### config.mk
export PLATFORM = sky130hd
export DESIGN_NAME = sfbs_store
export DESIGN_NICKNAME = d
export VERILOG_FILES = /design/src/core/sfbs_nv_word.v /design/src/core/sfbs_pin_mux.v /design/src/core/sfbs_store.v
export VERILOG_INCLUDE_DIRS = /design/src /design/src/inc
export SDC_FILE = /design/constraint.sdc
export NUM_CORES = 1
export LEC_CHECK = 0
export ABC_AREA = 1
export BUFFER_PORTS_ARGS = -buffer_cell sky130_fd_sc_hd__buf_2
export CORE_ASPECT_RATIO = 1.5
export CORE_MARGIN = 2
export CORE_UTILIZATION = 40
export CTS_CLUSTER_DIAMETER = 40
export CTS_CLUSTER_SIZE = 12
export DETAILED_ROUTE_END_ITERATION = 8
export PLACE_DENSITY = 0.75
export REMOVE_ABC_BUFFERS = 1
export SKIP_CTS_REPAIR_TIMING = 1
export SYNTH_ARGS = -nofsm -noshare
export SYNTH_HDL_FRONTEND = slang
export SYNTH_SLANG_ARGS = --single-unit
### constraint.sdc
create_clock -name clk -period 9.05 [get_ports clk]
set_input_delay 1.3575 -clock clk [delete_from_list [all_inputs] [get_ports clk]]
set_output_delay 1.3575 -clock clk [all_outputs]
set_load 0.05 [all_outputs]
### src/inc/sfbs_consts.vh
`ifndef SFBS_CONSTS_VH
`define SFBS_CONSTS_VH
// command codes on the local command port
`define SFBS_CMD_W            2
`define SFBS_CMD_PROG_FEAT    2'h0
`define SFBS_CMD_READ_FEAT    2'h1
`define SFBS_CMD_PROG_LOCK    2'h2
`define SFBS_CMD_READ_KEY     2'h3
// word widths
`define SFBS_FEAT_W           16
`define SFBS_LOCK_W           32
// feature word field positions
`define SFBS_F_DONE_IO        15
`define SFBS_F_INIT_IO        14
`define SFBS_F_RECFG_IO       13
`define SFBS_F_SLV_EXCL       12
`define SFBS_F_I3C_ONLY       11
`define SFBS_F_PWD_ARRAY      10
`define SFBS_F_PWD_FUSE       9
`define SFBS_F_BOOT_HI        8
`define SFBS_F_BOOT_LO        6
`define SFBS_F_CUSTOMER_IDENT_AS_DEVICE_IDENT         5
`define SFBS_F_DEC_HI         4
`define SFBS_F_DEC_LO         3
`define SFBS_F_RSVD           2
`define SFBS_F_AUTH_HI        1
`define SFBS_F_AUTH_LO        0
// feature word defaults
`define SFBS_FEAT_HW_RST      16'h0000
`define SFBS_BOOT_SW_DFLT     3'h5
// boot codes
`define SFBS_BOOT_SINGLE      3'h3
`define SFBS_BOOT_DUAL        3'h5
`define SFBS_BOOT_NONE        3'h7
// decrypt and auth codes
`define SFBS_DEC_ENC_ONLY     2'h2
`define SFBS_DEC_UNDEF        2'h1
`define SFBS_AUTH_SIG         2'h1
`define SFBS_AUTH_MAC         2'h2
// lock word field positions
`define SFBS_L_RSVD_HI        31
`define SFBS_L_RSVD_LO        28
`define SFBS_L_KEY_HLOCK      27
`define SFBS_L_KEY_RLOCK      26
`define SFBS_L_RSVD_ZERO      4'h0
`define SFBS_LOCK_HW_RST      32'h0000_0000
// nonvolatile program time in cycles
`define SFBS_PROG_CYC         8
`endif

### src/core/sfbs_nv_word.v
`timescale 1ns/10ps
`include "sfbs_consts.vh"
// one nonvolatile word: write, busy timer, shadow copy
module sfbs_nv_word #(
    parameter WIDTH    = 16,
    parameter PROG_CYC = 8,
    parameter ONE_TIME = 0
) (
    // clock and reset
    input  wire             clk,
    input  wire             rstN,
    // program request
    input  wire             progStb,
    input  wire [WIDTH-1:0] progData,
    // state
    output reg  [WIDTH-1:0] shadow_reg,
    output wire             busy
);
    reg [7:0]       timer_reg;       // program time left
    reg [WIDTH-1:0] pend_reg;        // word being burned
    assign busy = (timer_reg != 8'h00);
    // the shadow updates only when the burn completes
    always @(posedge clk or negedge rstN)
    begin
        if (!rstN)
        begin
            timer_reg  <= 8'h00;
            pend_reg   <= {WIDTH{1'b0}};
            shadow_reg <= {WIDTH{1'b0}};
        end
        else if (busy)
        begin
            timer_reg <= timer_reg - 8'h01;
            if (timer_reg == 8'h01)
            begin
                // fuses only ever gain bits on a one-time word
                shadow_reg <= ONE_TIME ? (shadow_reg | pend_reg) : pend_reg;
            end
        end
        else if (progStb)
        begin
            timer_reg <= PROG_CYC[7:0];
            pend_reg  <= progData;
        end
    end
endmodule

### src/core/sfbs_pin_mux.v
`timescale 1ns/10ps
// one dedicated config pin shared with user io
module sfbs_pin_mux (
    // selection
    input  wire userSel,
    // dedicated function
    input  wire cfgOut,
    input  wire cfgOe,
    // user function
    input  wire userOut,
    input  wire userOe,
    input  wire padIn,
    // pad side
    output wire padOut,
    output wire padOe,
    output wire cfgIn,
    output wire userIn
);
    assign padOut = userSel ? userOut : cfgOut;
    assign padOe  = userSel ? userOe : cfgOe;
    // unselected config input sees idle high, unselected user input sees low, so neither misreads the pad
    assign cfgIn  = userSel ? 1'b1 : padIn;
    assign userIn = userSel ? padIn : 1'b0;
endmodule

### src/core/sfbs_store.v
`timescale 1ns/10ps
`include "sfbs_consts.vh"
// Summary of operation
// - program command burns 16-bit feature word
// - bit 15 frees done pin to user
// - bit 14 frees init status pin
// - bit 13 frees reconfig request pin
// - bit 12 slave-only, valid with bit 13
// - bit 11 forces I3C only, I2C off
// - bit 10 extends password to array
// - bit 9 password guards fuse programming
// - bits 8:6 pick single, dual, no boot
// - customer ID enable selects reported ID
// - bits 4:3 pick decryption policy
// - bits 1:0 pick authentication method
// - readback returns feature shadow word
// - lock command burns 32-bit lock word
// - bit 27 hard-locks signing key fuses
// - bit 26 blocks signing key readout
// - soft lock blocks external ports only
// - hard lock blocks every interface
module sfbs_store #(
    parameter PROG_CYC = `SFBS_PROG_CYC,
    parameter [31:0] HW_DEVICE_ID = 32'h0000_1234  // arbitrary value
) (
    // clock and reset
    clk,
    rst_n,
    // command port
    cmdValid,
    cmdCode,
    cmdFromFabric,
    cmdData,
    cmdPassOk,
    cmdReady,
    cmdDone,
    cmdRefused,
    rdData,
    // key fuse readback source
    keyFuseWord,
    // customer id from the user feature store
    customerId,
    // decoded feature outputs
    doneUserIo,
    initUserIo,
    reconfigUserIo,
    slaveOnly,
    i3cOnly,
    pwdArray,
    pwdFuse,
    bootSingle,
    bootDual,
    bootNone,
    bootInvalid,
    encOnly,
    decUndefined,
    authSig,
    authMac,
    deviceId,
    keyHardLocked,
    keyReadLocked,
    // shared pins
    initCfgOut,
    initCfgOe,
    initUserOut,
    initUserOe,
    initPadIn,
    initPadOut,
    initPadOe,
    initCfgIn,
    initUserIn,
    rcfgUserOut,
    rcfgUserOe,
    rcfgPadIn,
    rcfgPadOut,
    rcfgPadOe,
    rcfgCfgIn,
    rcfgUserIn
);
    // clock and reset
    input  wire        clk;
    input  wire        rst_n;
    // command port
    input  wire        cmdValid;
    input  wire [1:0]  cmdCode;
    input  wire        cmdFromFabric;
    input  wire [31:0] cmdData;
    input  wire        cmdPassOk;
    output wire        cmdReady;
    output reg         cmdDone;
    output reg         cmdRefused;
    output reg  [31:0] rdData;
    // key fuse readback source
    input  wire [31:0] keyFuseWord;
    // customer id
    input  wire [31:0] customerId;
    // decoded feature outputs
    output wire        doneUserIo;
    output wire        initUserIo;
    output wire        reconfigUserIo;
    output wire        slaveOnly;
    output wire        i3cOnly;
    output wire        pwdArray;
    output wire        pwdFuse;
    output wire        bootSingle;
    output wire        bootDual;
    output wire        bootNone;
    output wire        bootInvalid;
    output wire        encOnly;
    output wire        decUndefined;
    output wire        authSig;
    output wire        authMac;
    output reg  [31:0] deviceId;
    output wire        keyHardLocked;
    output wire        keyReadLocked;
    // shared pins
    input  wire        initCfgOut;
    input  wire        initCfgOe;
    input  wire        initUserOut;
    input  wire        initUserOe;
    input  wire        initPadIn;
    output wire        initPadOut;
    output wire        initPadOe;
    output wire        initCfgIn;
    output wire        initUserIn;
    input  wire        rcfgUserOut;
    input  wire        rcfgUserOe;
    input  wire        rcfgPadIn;
    output wire        rcfgPadOut;
    output wire        rcfgPadOe;
    output wire        rcfgCfgIn;
    output wire        rcfgUserIn;

    reg         rstSync1_reg;        // reset release stage one
    reg         rstSync2_reg;        // synchronised reset
    wire        rstN;                // reset used by all logic
    wire [15:0] featWord;            // feature shadow
    wire [31:0] lockWord;            // lock shadow
    wire        featBusy;            // feature burn in progress
    wire        lockBusy;            // lock burn in progress
    wire        featStb;             // accepted feature program
    wire        lockStb;             // accepted lock program
    wire [2:0]  bootSel;             // boot field
    wire [1:0]  decSel;              // decrypt field
    wire [1:0]  authSel;             // auth field
    reg         accept;              // request allowed
    reg         opBusy_reg;          // waiting for a burn to finish

    // async assert, synchronous release
    always @(posedge clk or negedge rst_n)
    begin
        if (!rst_n)
        begin
            rstSync1_reg <= 1'b0;
            rstSync2_reg <= 1'b0;
        end
        else
        begin
            rstSync1_reg <= 1'b1;
            rstSync2_reg <= rstSync1_reg;
        end
    end
    assign rstN = rstSync2_reg;

    // one request at a time; stall while a burn is running
    assign cmdReady = !opBusy_reg && !featBusy && !lockBusy;

    // access policy per command
    always @*
    begin
        accept = 1'b1;
        case (cmdCode)
            `SFBS_CMD_PROG_FEAT: accept = !pwdFuse || cmdPassOk;
            `SFBS_CMD_PROG_LOCK: accept = !pwdFuse || cmdPassOk;
            // readout lock stops external ports, hard lock stops all
            `SFBS_CMD_READ_KEY:  accept = !keyHardLocked && !(keyReadLocked && !cmdFromFabric);
            `SFBS_CMD_READ_FEAT: accept = 1'b1;
            default:             accept = 1'b0;
        endcase
    end

    // a refused program never reaches either fuse word
    assign featStb = cmdValid && cmdReady && accept && (cmdCode == `SFBS_CMD_PROG_FEAT);
    assign lockStb = cmdValid && cmdReady && accept && (cmdCode == `SFBS_CMD_PROG_LOCK);

    // feature word store, reserved bit forced to zero
    sfbs_nv_word #(
        .WIDTH    (`SFBS_FEAT_W),
        .PROG_CYC (PROG_CYC),
        .ONE_TIME (0)
    ) uFeat (
        .clk        (clk),
        .rstN       (rstN),
        .progStb    (featStb),
        .progData   (cmdData[15:0] & ~(16'h0001 << `SFBS_F_RSVD)),
        .shadow_reg (featWord),
        .busy       (featBusy)
    );

    // lock word takes bits 27:0 only; reserved top nibble forced to zero
    sfbs_nv_word #(
        .WIDTH    (`SFBS_LOCK_W),
        .PROG_CYC (PROG_CYC),
        .ONE_TIME (1)
    ) uLock (
        .clk        (clk),
        .rstN       (rstN),
        .progStb    (lockStb),
        .progData   ({`SFBS_L_RSVD_ZERO, cmdData[27:0]}),
        .shadow_reg (lockWord),
        .busy       (lockBusy)
    );

    // command completion and readback data
    always @(posedge clk or negedge rstN)
    begin
        if (!rstN)
        begin
            cmdDone    <= 1'b0;
            cmdRefused <= 1'b0;
            rdData     <= 32'h0000_0000;
            opBusy_reg <= 1'b0;
        end
        else
        begin
            cmdDone    <= 1'b0;
            cmdRefused <= 1'b0;
            if (opBusy_reg)
            begin
                // burn finished: report completion
                if (!featBusy && !lockBusy)
                begin
                    opBusy_reg <= 1'b0;
                    cmdDone    <= 1'b1;
                end
            end
            else if (cmdValid && cmdReady)
            begin
                if (!accept)
                begin
                    cmdRefused <= 1'b1;
                    cmdDone    <= 1'b1;
                    rdData     <= 32'h0000_0000;
                end
                else if (featStb || lockStb)
                begin
                    opBusy_reg <= 1'b1;
                end
                else if (cmdCode == `SFBS_CMD_READ_FEAT)
                begin
                    rdData  <= {16'h0000, featWord};
                    cmdDone <= 1'b1;
                end
                else
                begin
                    rdData  <= keyFuseWord;
                    cmdDone <= 1'b1;
                end
            end
        end
    end

    // decoded features
    assign doneUserIo     = featWord[`SFBS_F_DONE_IO];
    assign initUserIo     = featWord[`SFBS_F_INIT_IO];
    assign reconfigUserIo = featWord[`SFBS_F_RECFG_IO];
    // slave-only has no meaning unless the request pin is freed
    assign slaveOnly      = featWord[`SFBS_F_SLV_EXCL] && reconfigUserIo;
    assign i3cOnly        = featWord[`SFBS_F_I3C_ONLY];
    assign pwdArray       = featWord[`SFBS_F_PWD_ARRAY];
    assign pwdFuse        = featWord[`SFBS_F_PWD_FUSE];
    assign bootSel        = featWord[`SFBS_F_BOOT_HI:`SFBS_F_BOOT_LO];
    assign bootSingle     = (bootSel == `SFBS_BOOT_SINGLE);
    assign bootDual       = (bootSel == `SFBS_BOOT_DUAL);
    assign bootNone       = (bootSel == `SFBS_BOOT_NONE);
    assign bootInvalid    = !(bootSingle || bootDual || bootNone);
    assign decSel         = featWord[`SFBS_F_DEC_HI:`SFBS_F_DEC_LO];
    assign encOnly        = (decSel == `SFBS_DEC_ENC_ONLY);
    assign decUndefined   = (decSel == `SFBS_DEC_UNDEF);
    assign authSel        = featWord[`SFBS_F_AUTH_HI:`SFBS_F_AUTH_LO];
    assign authSig        = (authSel == `SFBS_AUTH_SIG);
    assign authMac        = (authSel == `SFBS_AUTH_MAC);
    assign keyHardLocked  = lockWord[`SFBS_L_KEY_HLOCK];
    assign keyReadLocked  = lockWord[`SFBS_L_KEY_RLOCK];

    // reported device id, registered
    always @(posedge clk or negedge rstN)
    begin
        if (!rstN)
            deviceId <= 32'h0000_0000;
        else
            deviceId <= featWord[`SFBS_F_CUSTOMER_IDENT_AS_DEVICE_IDENT] ? customerId : HW_DEVICE_ID;
    end

    // init status pin sharing
    sfbs_pin_mux uInitPin (
        .userSel (initUserIo),
        .cfgOut  (initCfgOut),
        .cfgOe   (initCfgOe),
        .userOut (initUserOut),
        .userOe  (initUserOe),
        .padIn   (initPadIn),
        .padOut  (initPadOut),
        .padOe   (initPadOe),
        .cfgIn   (initCfgIn),
        .userIn  (initUserIn)
    );

    // reconfig request pin is input only in its dedicated role
    sfbs_pin_mux uRcfgPin (
        .userSel (reconfigUserIo),
        .cfgOut  (1'b0),
        .cfgOe   (1'b0),
        .userOut (rcfgUserOut),
        .userOe  (rcfgUserOe),
        .padIn   (rcfgPadIn),
        .padOut  (rcfgPadOut),
        .padOe   (rcfgPadOe),
        .cfgIn   (rcfgCfgIn),
        .userIn  (rcfgUserIn)
    );
endmodule

==> flow_summary.rst <==
.. list-table::
   :header-rows: 1

   * - Metric
     - Value
   * - Most repeated library cell on the critical path
     - inv_2
   * - Net count of the finished layout
     - 918
   * - Internal power component
     - about 1100 uW
   * - Logic pwr share
     - 8.4%
   * - Finish-stage setup viols
     - 0
   * - Number of global-route vias before repair
     - roughly 4500
   * - Max-cap violation count
     - 0
   * - DR iter-0 viols
     - 166
   * - Maximum ir drop on the vdd rail
     - 126.5 uV
   * - Clock net sink count
     - roughly 120
   * - Detailed-placement wirelength estimate
     - about 9100 microns
   * - Total via count after detailed routing
     - 4479
   * - Chip Width
     - 98.25 microns
   * - Cells on Worst Hold Path
     - 0
   * - Sw frac
     - 22.44%
   * - Flip-flop and latch count after synthesis
     - 119
   * - YS warnings
     - 0
   * - Core footprint
     - 13020 sq um
   * - Clock root buffer
     - clkbuf_16
   * - Die Y-Extent
     - 145.4 microns
   * - Setup repair after global routing missed its margin
     - no
   * - Smallest setup slack after layout
     - 5.483 ns
   * - Top achievable clock speed
     - about 0.28 GHz
   * - Post-route minimum period
     - 3.567 ns
   * - Post-synthesis instance area
     - 5330 sq um
   * - Endpoint kind of the worst setup timing path
     - flip-flop
   * - FFs w/ async S/R, synth
     - 100.0%
   * - Placed Instances
     - 941
   * - Clock-pin slew on the worst setup and hold paths
     - 0.05 ns
   * - Number of cell rows
     - 51
   * - Share of the core filled with cells in the final layout
     - 54.16%
   * - Overall die area
     - 14280 sq um
   * - Wirelength, routed
     - 12960 microns
   * - Largest registers ranked by flip-flop count
     - deviceId (32), rdData (32)
   * - Starting Density
     - about two fifths
   * - Crit path largest cell delay
     - 0.68 ns
   * - Sort of element at the start of the critical path
     - input pin
   * - Max FO, Critical Path
     - 37
   * - Number of distinct library cells after synthesis
     - 29
   * - Worst-path cell chain
     - buf_2 > buf_4 > inv_2 > nor2_4 > nor2_2 > nand2_4 > inv_2 > o21ai_4 > o21ai_1
   * - Setup slack, reg-to-reg
     - approximately 6.7 ns
   * - Cell depth of the worst setup path
     - 9
   * - Sequential element share of the synthesized area
     - between 50% and 60%
   * - Number of antenna violations at the first check in global routing
     - 0
   * - Number of instances in the synthesized netlist
     - 618
   * - H-tree levels
     - 4
   * - Cell family with most CP delay
     - simple AND/OR/NAND/NOR gates
   * - TritonCTS Buffers
     - 17
   * - Number of antenna-violating nets in the routed design
     - 0
   * - Number of vias per cell after detailed routing
     - 4.603
   * - Aggregate negative setup slack
     - 0 ns
   * - CP Data Required Time
     - slightly above 9 ns
   * - Switching power
     - ~330 uW
   * - Top-area cell type share of the netlist area
     - a little under three fifths
   * - Depth of the worst register-to-register path
     - 9
   * - Setup CP Type
     - in -> reg
   * - Final Skew
     - 0.006294 ns
   * - Per-cell routed wire length
     - 13.32 microns
   * - Run status
     - completed
   * - Maximum number of pins on one net before global-route repair
     - 70
   * - Tot GR Track Use
     - 18.79%
   * - Proportion of layout cells with a drive suffix above 1
     - 30.34%
   * - Worst hold path type
     - reg -> reg
   * - DRC violation count after routing
     - 0
   * - Mapped Avg Cell Area
     - 8.625 sq um
   * - CP max stage cell
     - o21ai_4
   * - Share of the cycle needed by the critical path after routing
     - 39.41%
   * - Later-pin clock latency in the skew report
     - 0.41 ns
   * - Max-slew headroom
     - 41.32%
   * - Transition at the pin with the smallest max-transition slack
     - 0.8801 ns
   * - Worst setup endpoint
     - cmdDone$_DFF_PN0_
   * - Sequential Power Share
     - a little under two fifths
   * - Dominant cell by count in the synthesized netlist
     - nand2_1
   * - Startpoint of the lowest-slack hold path
     - rstSync1_reg$_DFF_PN0_
   * - Main synth FF type
     - dfrtp_1
   * - Final Slew Violations
     - 0
   * - List of most frequent post-synthesis cells
     - nand2_1 (154), dfrtp_1 (119), inv_1 (110), nor2_1 (59), nand4_1 (40)
   * - Area contributors post-synth
     - dfrtp_1 (56%), nand2_1 (11%), inv_1 (7.7%), nand4_1 (4.7%), nor2_1 (4.2%)
   * - Cell type with the highest aggregate area in the netlist
     - dfrtp_1
   * - Overflow left after global routing
     - 0
   * - Number of enable flip-flop cells after synthesis
     - 0
   * - Leakage Power
     - 0.004184 uW
   * - First-pass GRT wire length
     - 21350 microns
   * - Buffers from clock root to sink, at most
     - 2
   * - Power share of the clock group
     - 53.8%
   * - First drt pass iteration count
     - 4
   * - Number of hold violations in the final report
     - 0
   * - End of the worst register-to-register path
     - rdData[7]$_DFFE_PN0P_
   * - TritonCTS clock tree
     - done
   * - Origin of the worst setup path
     - cmdCode[0]
   * - Worst reg2reg startpoint
     - uFeat.timer_reg[0]$_DFFE_PN0P_
   * - Area growth syn-to-layout
     - 32.28%
   * - Count of non-filler cells in the finished layout
     - 973
   * - Power density over the cells
     - 208.5 nW/um^2
   * - Antenna diode count
     - 0
   * - I/O Buffers
     - 187
   * - Pre-CTS worst setup slack
     - 5.016 ns
   * - Arrival time at the worst endpoint
     - 3.80 ns
   * - Worst path bufs/invs
     - 4
   * - GPL Wtd Cong
     - 0.7855
   * - Top Ports
     - 203
stage by stage:
stage / area [sq um] / hold slack, ns / total power, uW
floorplan: 5189 / 0.3312 / 640.4
global placement: 6350 / 0.3372 / 687.8
detailed placement: 6350 / 0.3411 / 689.8
CTS: 7051 / 0.3535 / 1484
global route: 7051 / 0.3661 / 1522
finish: 7051 / 0.3505 / 1470
cells in the final DEF, fill, tap and decap left out, types with 5 or more instances in the layout:
master / synthesis / routed
ha_1: 6 / 6
buf_2: 8 / 187
o21ai_1: 9 / 9
dfrtp_1: 119 / 118
bufinv_16: 0 / 6
xor2_1: 8 / 8
o21ai_0: 28 / 28
or2_2: 9 / 9
clkbuf_16: 0 / 17
inv_1: 110 / 110
nand2_1: 154 / 154
nor2_4: 5 / 5
nand4_1: 40 / 40
clkbuf_8: 0 / 6
a21oi_1: 18 / 18
nand3_1: 11 / 11
nor2_1: 59 / 59
power groups by stage:
| stage | logic, uW | registers, uW | clock network, uW |
|---|---|---|---|
| finish | 124 | 555 | 791 |
| global route | 134 | 557 | 830 |
| CTS | 125 | 555 | 803 |
| detailed placement | 125 | 565 | 0 |
| global placement | 124 | 564 | 0 |
| floorplan | 31.0 | 609 | 0 |
layer usage:
layer,track usage (%),share of wire [%],up-vias
met5,0,0,-
met4,8.562,2.8,0
met3,5.572,6.5,26
met2,32.71,52,148
met1,21.06,39,2045
li1,-,-,2260
kinds of logic after synthesis:
family,share of synthesized area [%]
buffers and inverters,10.54
and+or+nand+nor,25.19
other,0.07035
AOI/OAI and AO/OA,5.610
adders and majority gates,1.408
xor gates and xnor gates,1.315
DFF,55.87
worst register-to-register path, stage by stage, from the launching register on:
cell	delay, ns
dfrtp_1	0.39
inv_1	0.16
ha_1	0.20
nand2_2	0.10
nor2_8	0.20
nand3_4	0.13
nor2_8	0.41
o21ai_4	0.38
nand2_1	0.18
nand2_1	0.05
area by class of cell:
class,count,area (sq um)
Fill cell,1256,5967
Timing Repair Buffer,190,958.4
Clock inverter,7,185.2
Inverter,112,420.4
Clock buffer,25,515.5
Tap cell,159,198.9
Sequential cell,119,2982
Multi-Input combinational cell,361,1790
worst min-delay path by stage:
stage	endpoint
6_report	rstN$_DFF_PN0_
5_1_grt	rstN$_DFF_PN0_
4_1_cts	rstN$_DFF_PN0_
3_5_place_dp	rstN$_DFF_PN0_
3_3_place_gp	rstN$_DFF_PN0_
2_1_floorplan	rstN$_DFF_PN0_
(Power assumes the default switching activity.)
